--- src/hdl/irq_map.svh ---
// Purpose: register indices, field positions, reset values, vectors and timing
// Assumes: byte address of a register is four times its index
// Notes: included by bare name
`ifndef IRQ_MAP_SVH
`define IRQ_MAP_SVH
// Register indices
`define IRQ_IDX_ENABLE_HIGH 8'he2
`define IRQ_IDX_ENABLE_LOW 8'he3
`define IRQ_IDX_REQUEST_HIGH 8'he4
`define IRQ_IDX_REQUEST_LOW 8'he5
`define IRQ_IDX_EDGE_SELECT 8'he6
`define IRQ_IDX_STATUS_WORD 8'he7
// Master enable position in the status word
`define IRQ_MASTER_EN_BIT 2
// Edge select bits inside each two-bit pin field
`define IRQ_EDGE_FALL_BIT 0
`define IRQ_EDGE_RISE_BIT 1
// Reset values
`define IRQ_RST_STATUS 8'h00
`define IRQ_RST_EDGE 4'h0
`define IRQ_RST_FLAGS 7'h00
// Vector addresses
`define IRQ_VEC_RESET 16'hfffe
`define IRQ_VEC_EXT0 16'hfffa
`define IRQ_VEC_EXT1 16'hfff8
`define IRQ_VEC_TMR0 16'hfff6
`define IRQ_VEC_TMR1 16'hfff4
`define IRQ_VEC_CONV 16'hffea
`define IRQ_VEC_WDOG 16'hffe8
`define IRQ_VEC_INTERVAL 16'hffe6
// Acceptance timing: oscillator periods turned into clock cycles, rounded up
`define IRQ_CLK_PERIOD_NS 40
`define IRQ_OSC_PERIOD_NS 40
`define IRQ_ACCEPT_PERIODS 8
`define IRQ_ACCEPT_CYCLES ((`IRQ_ACCEPT_PERIODS * `IRQ_OSC_PERIOD_NS + \
  `IRQ_CLK_PERIOD_NS - 1) / `IRQ_CLK_PERIOD_NS)
`endif

--- src/hdl/irq_pkg.sv ---
// Purpose: shared types of the interrupt controller
// Assumes: nothing
// Notes: numbers live in irq_map.svh
package irq_pkg;
  // Same-clock event pulses from the peripherals
  typedef struct packed {
    logic tmr0_match;
    logic tmr1_match;
    logic conv_done;
    logic watchdog_match;
    logic interval_overflow;
  } periph_events_t;
  // One-cycle strobes from the processor core
  typedef struct packed {
    logic instr_boundary;
    logic irq_enable_instr;
    logic irq_disable_instr;
    logic irq_return_instr;
    logic soft_break_instr;
  } core_ctl_t;
  // Answer to the processor core, all registered
  typedef struct packed {
    logic irq_pending;
    logic accept_busy;
    logic push_strobe;
    logic vector_valid;
    logic [15:0] vector_addr;
  } core_ans_t;
  // Acceptance sequencer
  typedef enum logic {SEQ_IDLE, SEQ_ACCEPT} seq_state_t;
endpackage

--- src/hdl/irq_edge_detect.sv ---
// Purpose: synchronise one external pin and flag its selected edges
// Assumes: pin is asynchronous to clk
// Notes: output pulse is one cycle, three edges after the pin moves
`include "irq_map.svh"
module irq_edge_detect (
  input wire logic clk,
  input wire logic rst_n,
  input wire logic pin,
  input wire logic [1:0] edge_sel,
  output logic edge_pulse
);
  logic meta_reg; // First synchroniser stage, read only by sync_reg
  logic sync_reg; // Second stage, safe to use
  logic prev_reg; // Previous synchronised level
  logic [2:0] fill_reg; // Blocks a false edge while the chain fills after reset

  // Two-flop synchroniser and history
  always_ff @(posedge clk or negedge rst_n) begin
    if (!rst_n) begin
      meta_reg <= 1'b0;
      sync_reg <= 1'b0;
      prev_reg <= 1'b0;
      fill_reg <= 3'h0;
    end else begin
      meta_reg <= pin;
      sync_reg <= meta_reg;
      prev_reg <= sync_reg;
      fill_reg <= {fill_reg[1:0], 1'b1};
    end
  end

  // Edge qualification by the selected mode
  always_ff @(posedge clk or negedge rst_n) begin
    if (!rst_n) begin
      edge_pulse <= 1'b0;
    end else begin
      edge_pulse <= fill_reg[2] &&
        ((edge_sel[`IRQ_EDGE_RISE_BIT] && sync_reg && !prev_reg) ||
         (edge_sel[`IRQ_EDGE_FALL_BIT] && !sync_reg && prev_reg));
    end
  end
endmodule

--- src/hdl/irq_priority.sv ---
// Purpose: fixed priority pick among gated requests
// Assumes: bit 0 is the highest priority
// Notes: purely combinational
module irq_priority #(
  parameter int N = 7,
  parameter int W = 3
) (
  input wire logic [N-1:0] req,
  output logic valid,
  output logic [W-1:0] idx
);
  // Scan from highest to lowest so the lowest index is left standing
  always_comb begin
    valid = 1'b0;
    idx = '0;
    for (int i = N - 1; i >= 0; i--) begin
      if (req[i]) begin
        valid = 1'b1;
        idx = W'(i);
      end
    end
  end
endmodule

--- src/hdl/irq_controller.sv ---
// Purpose: interrupt controller of a small 8-bit core with Avalon-MM registers
// Assumes: peripheral and core strobes are on clk; pins are asynchronous
// Notes: one wait state on every bus access
// Behaviour
// - External pins trigger on falling, rising, or both
// - External flags sit in high request register
// - Vectoring clears the external source's flag
// - Timer match sets its timer flag
// - Conversion done sets converter flag
// - Watchdog match sets flag only if select clear
// - Interval timer overflow sets interval flag
// - Master enable is status bit 2, blocks all maskable sources
// - Disable clears, enable sets master enable
// - Service entry clears master enable
// - Return from interrupt sets master enable
// - Disabled source is never accepted
// - Reset and break bypass all enables
// - Fixed priority ext0 down to interval timer
// - Acceptance pushes state then loads source vector
// - Request flags readable and writable by software
// - Pending request held until accepted or cleared
// - Acceptance takes eight oscillator periods
// - Simultaneous requests: higher priority first
// - Edge select register sits at index e6
`include "irq_map.svh"
module irq_controller #(
  parameter int ACCEPT_CYCLES = `IRQ_ACCEPT_CYCLES,
  parameter logic [15:0] BREAK_VECTOR = 16'hffde
) (
  input wire logic clk,
  input wire logic rst_b,
  input wire logic [9:0] avs_address,
  input wire logic avs_read,
  input wire logic avs_write,
  input wire logic [3:0] avs_byteenable,
  input wire logic [31:0] avs_writedata,
  output logic [31:0] avs_readdata,
  output logic avs_waitrequest,
  input wire logic ext_irq_pin0,
  input wire logic ext_irq_pin1,
  input wire irq_pkg::periph_events_t periph,
  input wire logic watchdog_reset_select,
  input wire irq_pkg::core_ctl_t core,
  output irq_pkg::core_ans_t core_ans,
  output logic [7:0] status_word
);
  localparam int CW = $clog2(ACCEPT_CYCLES + 1);

  logic rst_meta_reg; // Reset release stage one
  logic rst_n_sync; // Released reset used by all logic
  logic wait_reg; // Drives waitrequest
  logic [31:0] readdata_reg; // Captured read answer
  logic [6:0] req_flags_reg; // Request flags, bit 0 highest priority
  logic [6:0] req_next;
  logic [6:0] enable_reg; // Individual enables, same order
  logic [3:0] edge_sel_reg; // Two bits per external pin
  logic [7:0] status_word_reg; // Status word with master enable
  logic brk_pending_reg; // Break waiting for a boundary
  logic boot_reg; // Reset vector not yet handed out
  irq_pkg::seq_state_t state_reg;
  logic [CW-1:0] cnt_reg; // Cycles left in the acceptance sequence
  irq_pkg::core_ans_t ans_reg;
  logic [1:0] ext_edge; // Qualified edge pulses
  logic [6:0] set_ev; // Hardware set events
  logic [6:0] eff_req; // Flags gated by both enables
  logic mask_valid; // Some maskable source qualifies
  logic [2:0] grant_idx; // Winning source
  logic idle_boundary; // Core may be taken now
  logic accept_mask;
  logic accept_brk;
  logic accept_any;
  logic wr_fire; // Write takes effect this edge
  logic [7:0] rd_mux;

  // Register index match on a byte address
  function automatic logic addr_is(input logic [9:0] a, input logic [7:0] idx);
    addr_is = (a[9:2] == idx);
  endfunction
  // High byte layout: ext0 bit 7 down to timer 1 bit 4
  function automatic logic [7:0] hi_pack(input logic [6:0] v);
    hi_pack = {v[0], v[1], v[2], v[3], 4'h0};
  endfunction
  // Low byte layout: converter bit 7, watchdog bit 6, interval bit 5
  function automatic logic [7:0] lo_pack(input logic [6:0] v);
    lo_pack = {v[4], v[5], v[6], 5'h00};
  endfunction
  function automatic logic [3:0] hi_unpack(input logic [7:0] b);
    hi_unpack = {b[4], b[5], b[6], b[7]};
  endfunction
  function automatic logic [2:0] lo_unpack(input logic [7:0] b);
    lo_unpack = {b[5], b[6], b[7]};
  endfunction
  // Vector of a maskable source
  function automatic logic [15:0] vec_of(input logic [2:0] i);
    unique case (i)
      3'h0: vec_of = `IRQ_VEC_EXT0;
      3'h1: vec_of = `IRQ_VEC_EXT1;
      3'h2: vec_of = `IRQ_VEC_TMR0;
      3'h3: vec_of = `IRQ_VEC_TMR1;
      3'h4: vec_of = `IRQ_VEC_CONV;
      3'h5: vec_of = `IRQ_VEC_WDOG;
      3'h6: vec_of = `IRQ_VEC_INTERVAL;
      default: vec_of = `IRQ_VEC_RESET;
    endcase
  endfunction

  // Reset release through two flops; assertion stays asynchronous
  always_ff @(posedge clk or negedge rst_b) begin
    if (!rst_b) begin
      rst_meta_reg <= 1'b0;
      rst_n_sync <= 1'b0;
    end else begin
      rst_meta_reg <= 1'b1;
      rst_n_sync <= rst_meta_reg;
    end
  end

  // One edge detector per external pin
  for (genvar g = 0; g < 2; g++) begin : g_ext
    irq_edge_detect u_edge (
      .clk(clk),
      .rst_n(rst_n_sync),
      .pin(g == 0 ? ext_irq_pin0 : ext_irq_pin1),
      .edge_sel(edge_sel_reg[2*g+1:2*g]),
      .edge_pulse(ext_edge[g])
    );
  end

  // Hardware events in priority order
  always_comb begin
    set_ev[1:0] = ext_edge;
    set_ev[2] = periph.tmr0_match;
    set_ev[3] = periph.tmr1_match;
    set_ev[4] = periph.conv_done;
    set_ev[5] = periph.watchdog_match && !watchdog_reset_select;
    set_ev[6] = periph.interval_overflow;
  end

  // Gating: flag, individual enable and master enable
  assign eff_req = req_flags_reg & enable_reg &
    {7{status_word_reg[`IRQ_MASTER_EN_BIT]}};

  irq_priority #(.N(7), .W(3)) u_prio (
    .req(eff_req),
    .valid(mask_valid),
    .idx(grant_idx)
  );

  // Acceptance only at a boundary while idle; break ignores every enable
  assign idle_boundary = core.instr_boundary && state_reg == irq_pkg::SEQ_IDLE && !boot_reg;
  assign accept_mask = idle_boundary && mask_valid;
  assign accept_brk = idle_boundary && !mask_valid && brk_pending_reg;
  assign accept_any = accept_mask || accept_brk;

  // Bus write lands on the edge where waitrequest is seen low
  assign wr_fire = avs_write && !wait_reg && avs_byteenable[0];

  // Request flags: software write, clear on vectoring, then events win
  always_comb begin
    req_next = req_flags_reg;
    if (wr_fire && addr_is(avs_address, `IRQ_IDX_REQUEST_HIGH)) begin
      req_next[3:0] = hi_unpack(avs_writedata[7:0]);
    end
    if (wr_fire && addr_is(avs_address, `IRQ_IDX_REQUEST_LOW)) begin
      req_next[6:4] = lo_unpack(avs_writedata[7:0]);
    end
    if (accept_mask) begin
      req_next[grant_idx] = 1'b0;
    end
    req_next = req_next | set_ev;
  end

  // Request flag storage
  always_ff @(posedge clk or negedge rst_n_sync) begin
    if (!rst_n_sync) begin
      req_flags_reg <= `IRQ_RST_FLAGS;
    end else begin
      req_flags_reg <= req_next;
    end
  end

  // Enables and edge select
  always_ff @(posedge clk or negedge rst_n_sync) begin
    if (!rst_n_sync) begin
      enable_reg <= 7'h00;
      edge_sel_reg <= `IRQ_RST_EDGE;
    end else begin
      if (wr_fire && addr_is(avs_address, `IRQ_IDX_ENABLE_HIGH)) begin
        enable_reg[3:0] <= hi_unpack(avs_writedata[7:0]);
      end
      if (wr_fire && addr_is(avs_address, `IRQ_IDX_ENABLE_LOW)) begin
        enable_reg[6:4] <= lo_unpack(avs_writedata[7:0]);
      end
      if (wr_fire && addr_is(avs_address, `IRQ_IDX_EDGE_SELECT)) begin
        edge_sel_reg <= avs_writedata[3:0];
      end
    end
  end

  // Status word; hardware updates of the master bit beat a bus write
  always_ff @(posedge clk or negedge rst_n_sync) begin
    if (!rst_n_sync) begin
      status_word_reg <= `IRQ_RST_STATUS;
    end else begin
      if (wr_fire && addr_is(avs_address, `IRQ_IDX_STATUS_WORD)) begin
        status_word_reg <= avs_writedata[7:0];
      end
      if (accept_any) begin
        status_word_reg[`IRQ_MASTER_EN_BIT] <= 1'b0;
      end else if (core.irq_disable_instr) begin
        status_word_reg[`IRQ_MASTER_EN_BIT] <= 1'b0;
      end else if (core.irq_enable_instr || core.irq_return_instr) begin
        status_word_reg[`IRQ_MASTER_EN_BIT] <= 1'b1;
      end
    end
  end
  assign status_word = status_word_reg;

  // Break request waits for a free boundary; lowest rank
  always_ff @(posedge clk or negedge rst_n_sync) begin
    if (!rst_n_sync) begin
      brk_pending_reg <= 1'b0;
    end else if (core.soft_break_instr) begin
      brk_pending_reg <= 1'b1;
    end else if (accept_brk) begin
      brk_pending_reg <= 1'b0;
    end
  end

  // Acceptance sequencer; core pushes return address and status on push_strobe
  always_ff @(posedge clk or negedge rst_n_sync) begin
    if (!rst_n_sync) begin
      state_reg <= irq_pkg::SEQ_IDLE;
      cnt_reg <= '0;
      boot_reg <= 1'b1;
      ans_reg <= '0;
      ans_reg.vector_addr <= `IRQ_VEC_RESET;
    end else begin
      ans_reg.irq_pending <= mask_valid || brk_pending_reg;
      ans_reg.push_strobe <= accept_any;
      ans_reg.vector_valid <= 1'b0;
      unique case (state_reg)
        irq_pkg::SEQ_IDLE: begin
          if (boot_reg) begin
            // Reset vector handed out once, no gating at all
            boot_reg <= 1'b0;
            ans_reg.vector_valid <= 1'b1;
          end else if (accept_any) begin
            state_reg <= irq_pkg::SEQ_ACCEPT;
            cnt_reg <= CW'(ACCEPT_CYCLES - 1);
            ans_reg.accept_busy <= 1'b1;
            // Lowest index wins when several are pending
            ans_reg.vector_addr <= accept_mask ? vec_of(grant_idx) :
              BREAK_VECTOR;
          end
        end
        irq_pkg::SEQ_ACCEPT: begin
          if (cnt_reg == '0) begin
            state_reg <= irq_pkg::SEQ_IDLE;
            ans_reg.accept_busy <= 1'b0;
            ans_reg.vector_valid <= 1'b1;
          end else begin
            cnt_reg <= cnt_reg - CW'(1);
          end
        end
      endcase
    end
  end
  assign core_ans = ans_reg;

  // Read mux; unmapped indices answer zero
  always_comb begin
    unique case (avs_address[9:2])
      `IRQ_IDX_ENABLE_HIGH: rd_mux = hi_pack(enable_reg);
      `IRQ_IDX_ENABLE_LOW: rd_mux = lo_pack(enable_reg);
      `IRQ_IDX_REQUEST_HIGH: rd_mux = hi_pack(req_flags_reg);
      `IRQ_IDX_REQUEST_LOW: rd_mux = lo_pack(req_flags_reg);
      `IRQ_IDX_EDGE_SELECT: rd_mux = {4'h0, edge_sel_reg};
      `IRQ_IDX_STATUS_WORD: rd_mux = status_word_reg;
      default: rd_mux = 8'h00;
    endcase
  end

  // Avalon slave: one wait state, data captured while waitrequest is high
  always_ff @(posedge clk or negedge rst_n_sync) begin
    if (!rst_n_sync) begin
      wait_reg <= 1'b1;
      readdata_reg <= 32'h0;
    end else begin
      wait_reg <= !((avs_read || avs_write) && wait_reg);
      if (avs_read && wait_reg) begin
        readdata_reg <= {24'h000000, rd_mux};
      end
    end
  end
  assign avs_readdata = readdata_reg;
  assign avs_waitrequest = wait_reg;
endmodule

--- config.mk ---
export PLATFORM = sky130hd
export DESIGN_NAME = irq_controller
export DESIGN_NICKNAME = d
export VERILOG_FILES = /design/src/hdl/irq_pkg.sv /design/src/hdl/irq_edge_detect.sv /design/src/hdl/irq_priority.sv /design/src/hdl/irq_controller.sv
export VERILOG_INCLUDE_DIRS = /design/src /design/src/hdl
export SDC_FILE = /design/constraint.sdc
export NUM_CORES = 1
export LEC_CHECK = 0
export ABC_AREA = 1
export BUFFER_PORTS_ARGS = -buffer_cell sky130_fd_sc_hd__buf_2
export CORE_UTILIZATION = 53
export DETAILED_ROUTE_END_ITERATION = 8
export PLACE_DENSITY_LB_ADDON = 0.08
export SLEW_MARGIN = 20
export SYNTH_ARGS = -nofsm -noshare
export SYNTH_HDL_FRONTEND = slang
export SYNTH_SLANG_ARGS = --single-unit
--- constraint.sdc ---
create_clock -name clk -period 5 [get_ports clk]
set_clock_uncertainty 0.05 [all_clocks]
set_input_delay 0.5 -clock clk [delete_from_list [all_inputs] [get_ports clk]]
set_output_delay 0.5 -clock clk [all_outputs]
set_load 0.03 [all_outputs]
Yosys cells after proc, flatten, opt, wreduce, memory -nomap -nowiden
Index checks and enable logic that the tools add are counted.
{"block": "classes", "add_sub_neg": 1, "magnitude_cmp": 2, "eq_ne": 16, "mux": 43, "bitwise": 7, "reduce_logical": 49}
{"cell": "8-bit equality test, second input constant", "n": 6}
{"cell": "8-bit one-hot mux with 6 select lines", "n": 1}
{"cell": "5-bit one-hot mux with 7 select lines", "n": 1}
{"cell": "1-bit logical AND", "n": 27}
{"cell": "3-bit 2-to-1 mux", "n": 9}
{"cell": "7-bit bitwise AND", "n": 3}
{"cell": "1-bit 2-to-1 mux", "n": 21}
{"cell": "16-bit 2-to-1 mux", "n": 1}
{"cell": "4-bit 2-to-1 mux", "n": 4}
{"cell": "3-bit equality test, second input constant", "n": 3}
{"cell": "1-bit logical NOT", "n": 9}
{"cell": "3-bit AND reduction", "n": 3}
{"cell": "4-bit one-hot mux with 2 select lines", "n": 1}
{"cell": "7-bit 2-to-1 mux", "n": 1}
{"cell": "7-bit inverter", "n": 1}
{"cell": "7-bit OR", "n": 1}
{"cell": "3-bit by 2-bit equality test with 1-bit output, second input constant", "n": 2}
{"cell": "1-bit logical OR", "n": 6}
{"cell": "2-bit inequality test, second input constant", "n": 3}
{"cell": "1-bit one-hot mux with 2 select lines", "n": 3}
{"cell": "4-bit logical NOT", "n": 1}
{"cell": "3-bit by 4-bit < comparator with 1-bit output, second input constant", "n": 1}
{"cell": "4-bit nonzero test", "n": 1}
{"cell": "4-bit by 1-bit subtractor with 4-bit output, second input constant", "n": 1}
{"cell": "other kinds (7)", "n": 8}
{"block": "totals", "register_bits": 78, "output_inout_bits": 61, "word_cells": 147}

Logic depth before layout (Yosys ltp)
{"block": "logic_depth", "word_depth": 17, "mapped_depth": 11, "depth_no_buf": 10}

Cells and area by module
A second synthesis with hierarchy kept.
{"block": "hier_totals", "hier_cells": 405, "area_unflattened_um2": 3430.8}
{"mod": "irq_controller", "n_inst": 1, "cells_per_inst": 359, "area_per_inst_um2": 2929.1, "seq_area_each_um2": 1335.0}
{"mod": "irq_edge_detect", "n_inst": 2, "cells_per_inst": 14, "area_per_inst_um2": 205.2, "seq_area_each_um2": 175.2}
{"mod": "irq_priority", "n_inst": 1, "cells_per_inst": 18, "area_per_inst_um2": 91.3, "seq_area_each_um2": 0.0}

Worst setup path after synthesis
No wires, ideal clock.
{"block": "synth_path", "kind": "reg-to-reg", "startpoint": "register status_word_reg[2] (netlist: status_word[2])", "endpoint": "register cnt_reg[0]", "setup_time_ns": 0.118, "arrival_time_ns": 1.433, "required_time_ns": 4.832, "slack_ns": 3.399, "stages_incl_launch_ff": 12, "path_buffers": 1, "cell_sequence": "dfrtp_1 buf_2 nand3_1 nand2_1 inv_1 nand2_1 nor2_2 nand2_1 nand2_2 nand2_2 nand2_1 nand2_1"}
{"block": "synth_between", "elab_chain_len": 14}
{"element": "start: declaration", "line_no": "irq_controller.sv:57", "source": "logic [7:0] status_word_reg;"}
{"element": "start signal: assignment", "line_no": "irq_controller.sv:203", "source": "status_word_reg <= `IRQ_RST_STATUS;"}
{"element": "start signal: assignment", "line_no": "irq_controller.sv:206", "source": "status_word_reg <= avs_writedata[7:0];"}
{"element": "7-bit bitwise AND *", "line_no": "irq_controller.sv:140", "source": "assign eff_req = req_flags_reg & enable_reg &"}
{"element": "1-bit 2-to-1 mux (6 in series)", "line_no": "irq_priority.sv:17", "source": "if (req[i]) begin"}
{"element": "1-bit 2-to-1 mux *", "line_no": "irq_priority.sv:17"}
{"element": "1-bit logical NOT", "line_no": "irq_controller.sv:152", "source": "assign accept_brk = idle_boundary && !mask_valid && brk_pending_reg;"}
{"element": "1-bit logical AND (2 in series)", "line_no": "irq_controller.sv:152"}
{"element": "1-bit logical OR *", "line_no": "irq_controller.sv:153", "source": "assign accept_any = accept_mask || accept_brk;"}
{"element": "2-bit inequality test (no source line) *"}
{"element": "3-bit AND reduction (no source line) *"}
{"element": "end signal: assignment", "line_no": "irq_controller.sv:250", "source": "cnt_reg <= CW'(ACCEPT_CYCLES - 1);"}
{"element": "end signal: assignment", "line_no": "irq_controller.sv:263", "source": "cnt_reg <= cnt_reg - CW'(1);"}
{"element": "end: declaration", "line_no": "irq_controller.sv:61", "source": "logic [CW-1:0] cnt_reg;"}
Every way passes the cells marked *; elsewhere a longest branch is shown, timed or not.
A chain may end at the register's enable or synchronous reset.

Worst setup path in the final report
{"block": "layout_path", "startpoint": "input avs_address[6]", "endpoint": "register status_word_reg[2] (netlist: status_word[2])"}
{"block": "layout_between", "elab_chain_len": 3}
{"element": "start: declaration", "line_no": "irq_controller.sv:32", "source": "input wire logic [9:0] avs_address,"}
{"element": "8-bit equality test", "line_no": "irq_controller.sv:77", "source": "addr_is = (a[9:2] == idx);"}
{"element": "1-bit logical AND", "line_no": "irq_controller.sv:205", "source": "if (wr_fire && addr_is(avs_address, `IRQ_IDX_STATUS_WORD)) begin"}
{"element": "4-bit nonzero test (no source line)"}
No other way between the ends.

==> out/metrics.csv <==
metric,value,unit
Core ar.,5680,um^2
DRC,0,
routed length per instance,12.3,um
Slowest cell on crit path,nor3_4,
count of input and output buffers,59,
CP top delay family,simple AND/OR/NAND/NOR gates,
worst r2r src,avs_waitrequest$_DFF_PN1_,
Synth area leaders,"dfrtp_1, nand2_1, buf_4",
Crit Path Category,in -> reg,
max reg flops,9,
Vias/cell,4.83,
WP buf/inv,1,
DIE AREA,6380,um^2
final count of pins violating max slew,0,
main combinational cell family by area after synthesis,simple AND/OR/NAND/NOR gates,
Slew HR,37.0,%
Final ANT Viol Nets,0,
Pwr Total,1.27,mW
post-synthesis adder-cell area fraction,0.389,%
placed cells,518,
# setup viols final,0,
LEAKAGE,1.97,nW
minimum clock period,2.17,ns
gpl congestion,0.861,
Crit Path Max Fanout,28,
Die Height,79.9,um
status,completed,
Total Nets Final,522,
RSZ-0062 raised after global routing,no,
synthesized area,3210,um^2
HPWL Detailed,4.86,mm
Power Density,348,nW/um^2
postcts setup bufs,0,
Total Wirelength,6.57,mm
cell with the most instances after synthesis,nand2_1,
CTS Buf Count,9,
DIE WIDTH,79.9,um
pin count of the biggest net entering global routing,63,
CTS tree,done,
initial antenna violation count,0,
Post-synth ARST share,100,%
Syn Area/Cell,8.24,um^2
"slowest stage delay, CP",0.78,ns
most frequent cells after synthesis,"nand2_1, dfrtp_1, nand3_1, inv_1, buf_4",
XOR/XNOR share of the synthesized area,0.273,%
post-synthesis sequential area ratio,50.1,%
area delta synth->final,13.4,%
placed instance area,3450,um^2
Tightest Pin Transition,0.941,ns
Seq. cell area,1610,um^2
instance count of the mapped netlist,390,
GRT Overall Usage,23.3,%
prevailing post-synth register cell,dfrtp_1,
Critical Path AT,2.39,ns
Max Cap Viol,0,
share of cells above drive strength 1,22.2,%
post-route cell area,3640,um^2
GRT Residual Overflow,0,
vias after detailed routing,2586,
Yosys reg bits,64,
Tcrit/Tclk final,43.4,%
initial drt markers,239,
Synth cell types,27,
crit start category,primary input,
Synth Area in Simple Gates,28.5,%
Clk Tree Root Cell,clkbuf_8,
DRT Pass-1 Iters,4,
VDD IR-drop max,0.349,mV
Yosys Warn Count,0,
Filler cells,511,
Synth Area in Compound Gates,6.70,%
number of synthesized flops with an enable pin,0,
clk_lat worst skew,0.34,ns
multiplexer share of the synthesized area,0,%
# H-tree levels,3,
Fmax,0.461,GHz
"non-filler cells, final",535,
vias in the first global route,2550,
maximum clock path buffer count,2,
multi-input combinational cell area,1290,um^2
CP Launch Point,avs_address[6],
area fraction of the dominant cell type after synthesis,44.4,%
CP required,5.22,ns
IO Pins,124,
Worst-path clk slew,0.07,ns
worst hold start,ext_irq_pin0,
crit end category,flip-flop,
crit-path cells,"buf_2, nor3_4, nand3_1, o21ai_1, a21oi_1, nor2_1",
Starting Density,56.6,%
setup tns final,0,ns
Tightest Hold Check Type,in -> reg,
post-synth top area cell,dfrtp_1,
"Hold Vio Cnt, Final",0,
ANT cells,0,
first-pass GRT wire length,11.2,mm
CTS sink cnt,64,
row cnt,27,
[cells by family after synthesis]
family,count (synthesis)
other,2
adders and majority gates,1
buffers and inverters,81
DFF,64
xor gates and xnor gates,1
AOI/OAI and AO/OA,42
and+or+nand+nor,199
[report_power, final]
group	switching, mW	total (mW)	leakage (nW)	internal (mW)
sequential	0.0292	0.595	0.751	0.566
combinational	0.188	0.263	1.13	0.0748
clock	0.215	0.410	0.0926	0.195
total	0.433	1.27	1.97	0.836
[per-stage QoR]
step / utilization [%] / setup slack, ns / hold slack [ns]
2_1_floorplan: - / 3.05 / 0.154
3_3_place_gp: 60.8 / 2.52 / 0.235
3_5_place_dp: 60.8 / 2.48 / 0.238
4_1_cts: 64.2 / 2.82 / 0.205
5_1_grt: 64.2 / 2.61 / 0.201
6_report: 64.2 / 2.83 / 0.220
[per-layer routing]
metal  up-vias  GRT usage (%)  routed length (um)
li1       1303              -                   -
met1      1195           30.5                2960
met2        81           37.8                3120
met3         7           5.14                 400
met4         0           8.93                  80
met5         -              0                   0
[final timing paths]
| check | endpoint | slack [ns] | cells past startpoint |
|---|---|---|---|
| max | status_word[2]$_DFFE_PN0P_ | 2.83 | 6 |
| min | g_ext[0].u_edge.meta_reg$_DFF_PN0_ | 0.22 | 1 |
| max reg2reg | status_word[2]$_DFFE_PN0P_ | 3.01 | 5 |
| min reg2reg | g_ext[0].u_edge.fill_reg[2]$_DFF_PN0_ | 0.30 | 0 |
| max in group asynchronous | core_ans[17]$_DFF_PN0_ | 4.03 | 1 |
| min in group asynchronous | edge_sel_reg[0]$_DFFE_PN0P_ | 0.37 | 1 |
[cell usage in the layout (no fill, tap or decap), types with 3 or more instances in the layout]
cell / synthesis / final
nand2_1: 109 / 109
buf_2: 3 / 59
dfrtp_1: 57 / 56
nand3_1: 48 / 48
inv_1: 40 / 40
conb_1: 2 / 37
nor2_1: 22 / 22
o21ai_0: 17 / 17
o21ai_1: 16 / 16
clkbuf_8: 0 / 10
dfstp_2: 7 / 7
a21oi_1: 6 / 6
nand2_2: 4 / 4
nand3_2: 3 / 3
nor3_4: 3 / 3
[cell type report]
cell class	count	area share, %
Clock buffer	10	3.78
Inverter	42	4.33
Timing Repair Buffer	61	8.58
Tap cell	72	2.47
Sequential cell	64	44.2
Multi-Input combinational cell	280	35.4
Clock inverter	6	1.20
[what timing repair did]
| action | CTS | global route |
|---|---|---|
| hold buffers | 1 | 0 |
| endpoints found under the hold margin | 2 | 0 |
| resized for setup | 0 | 0 |
Power figures use the tool's default switching activity.
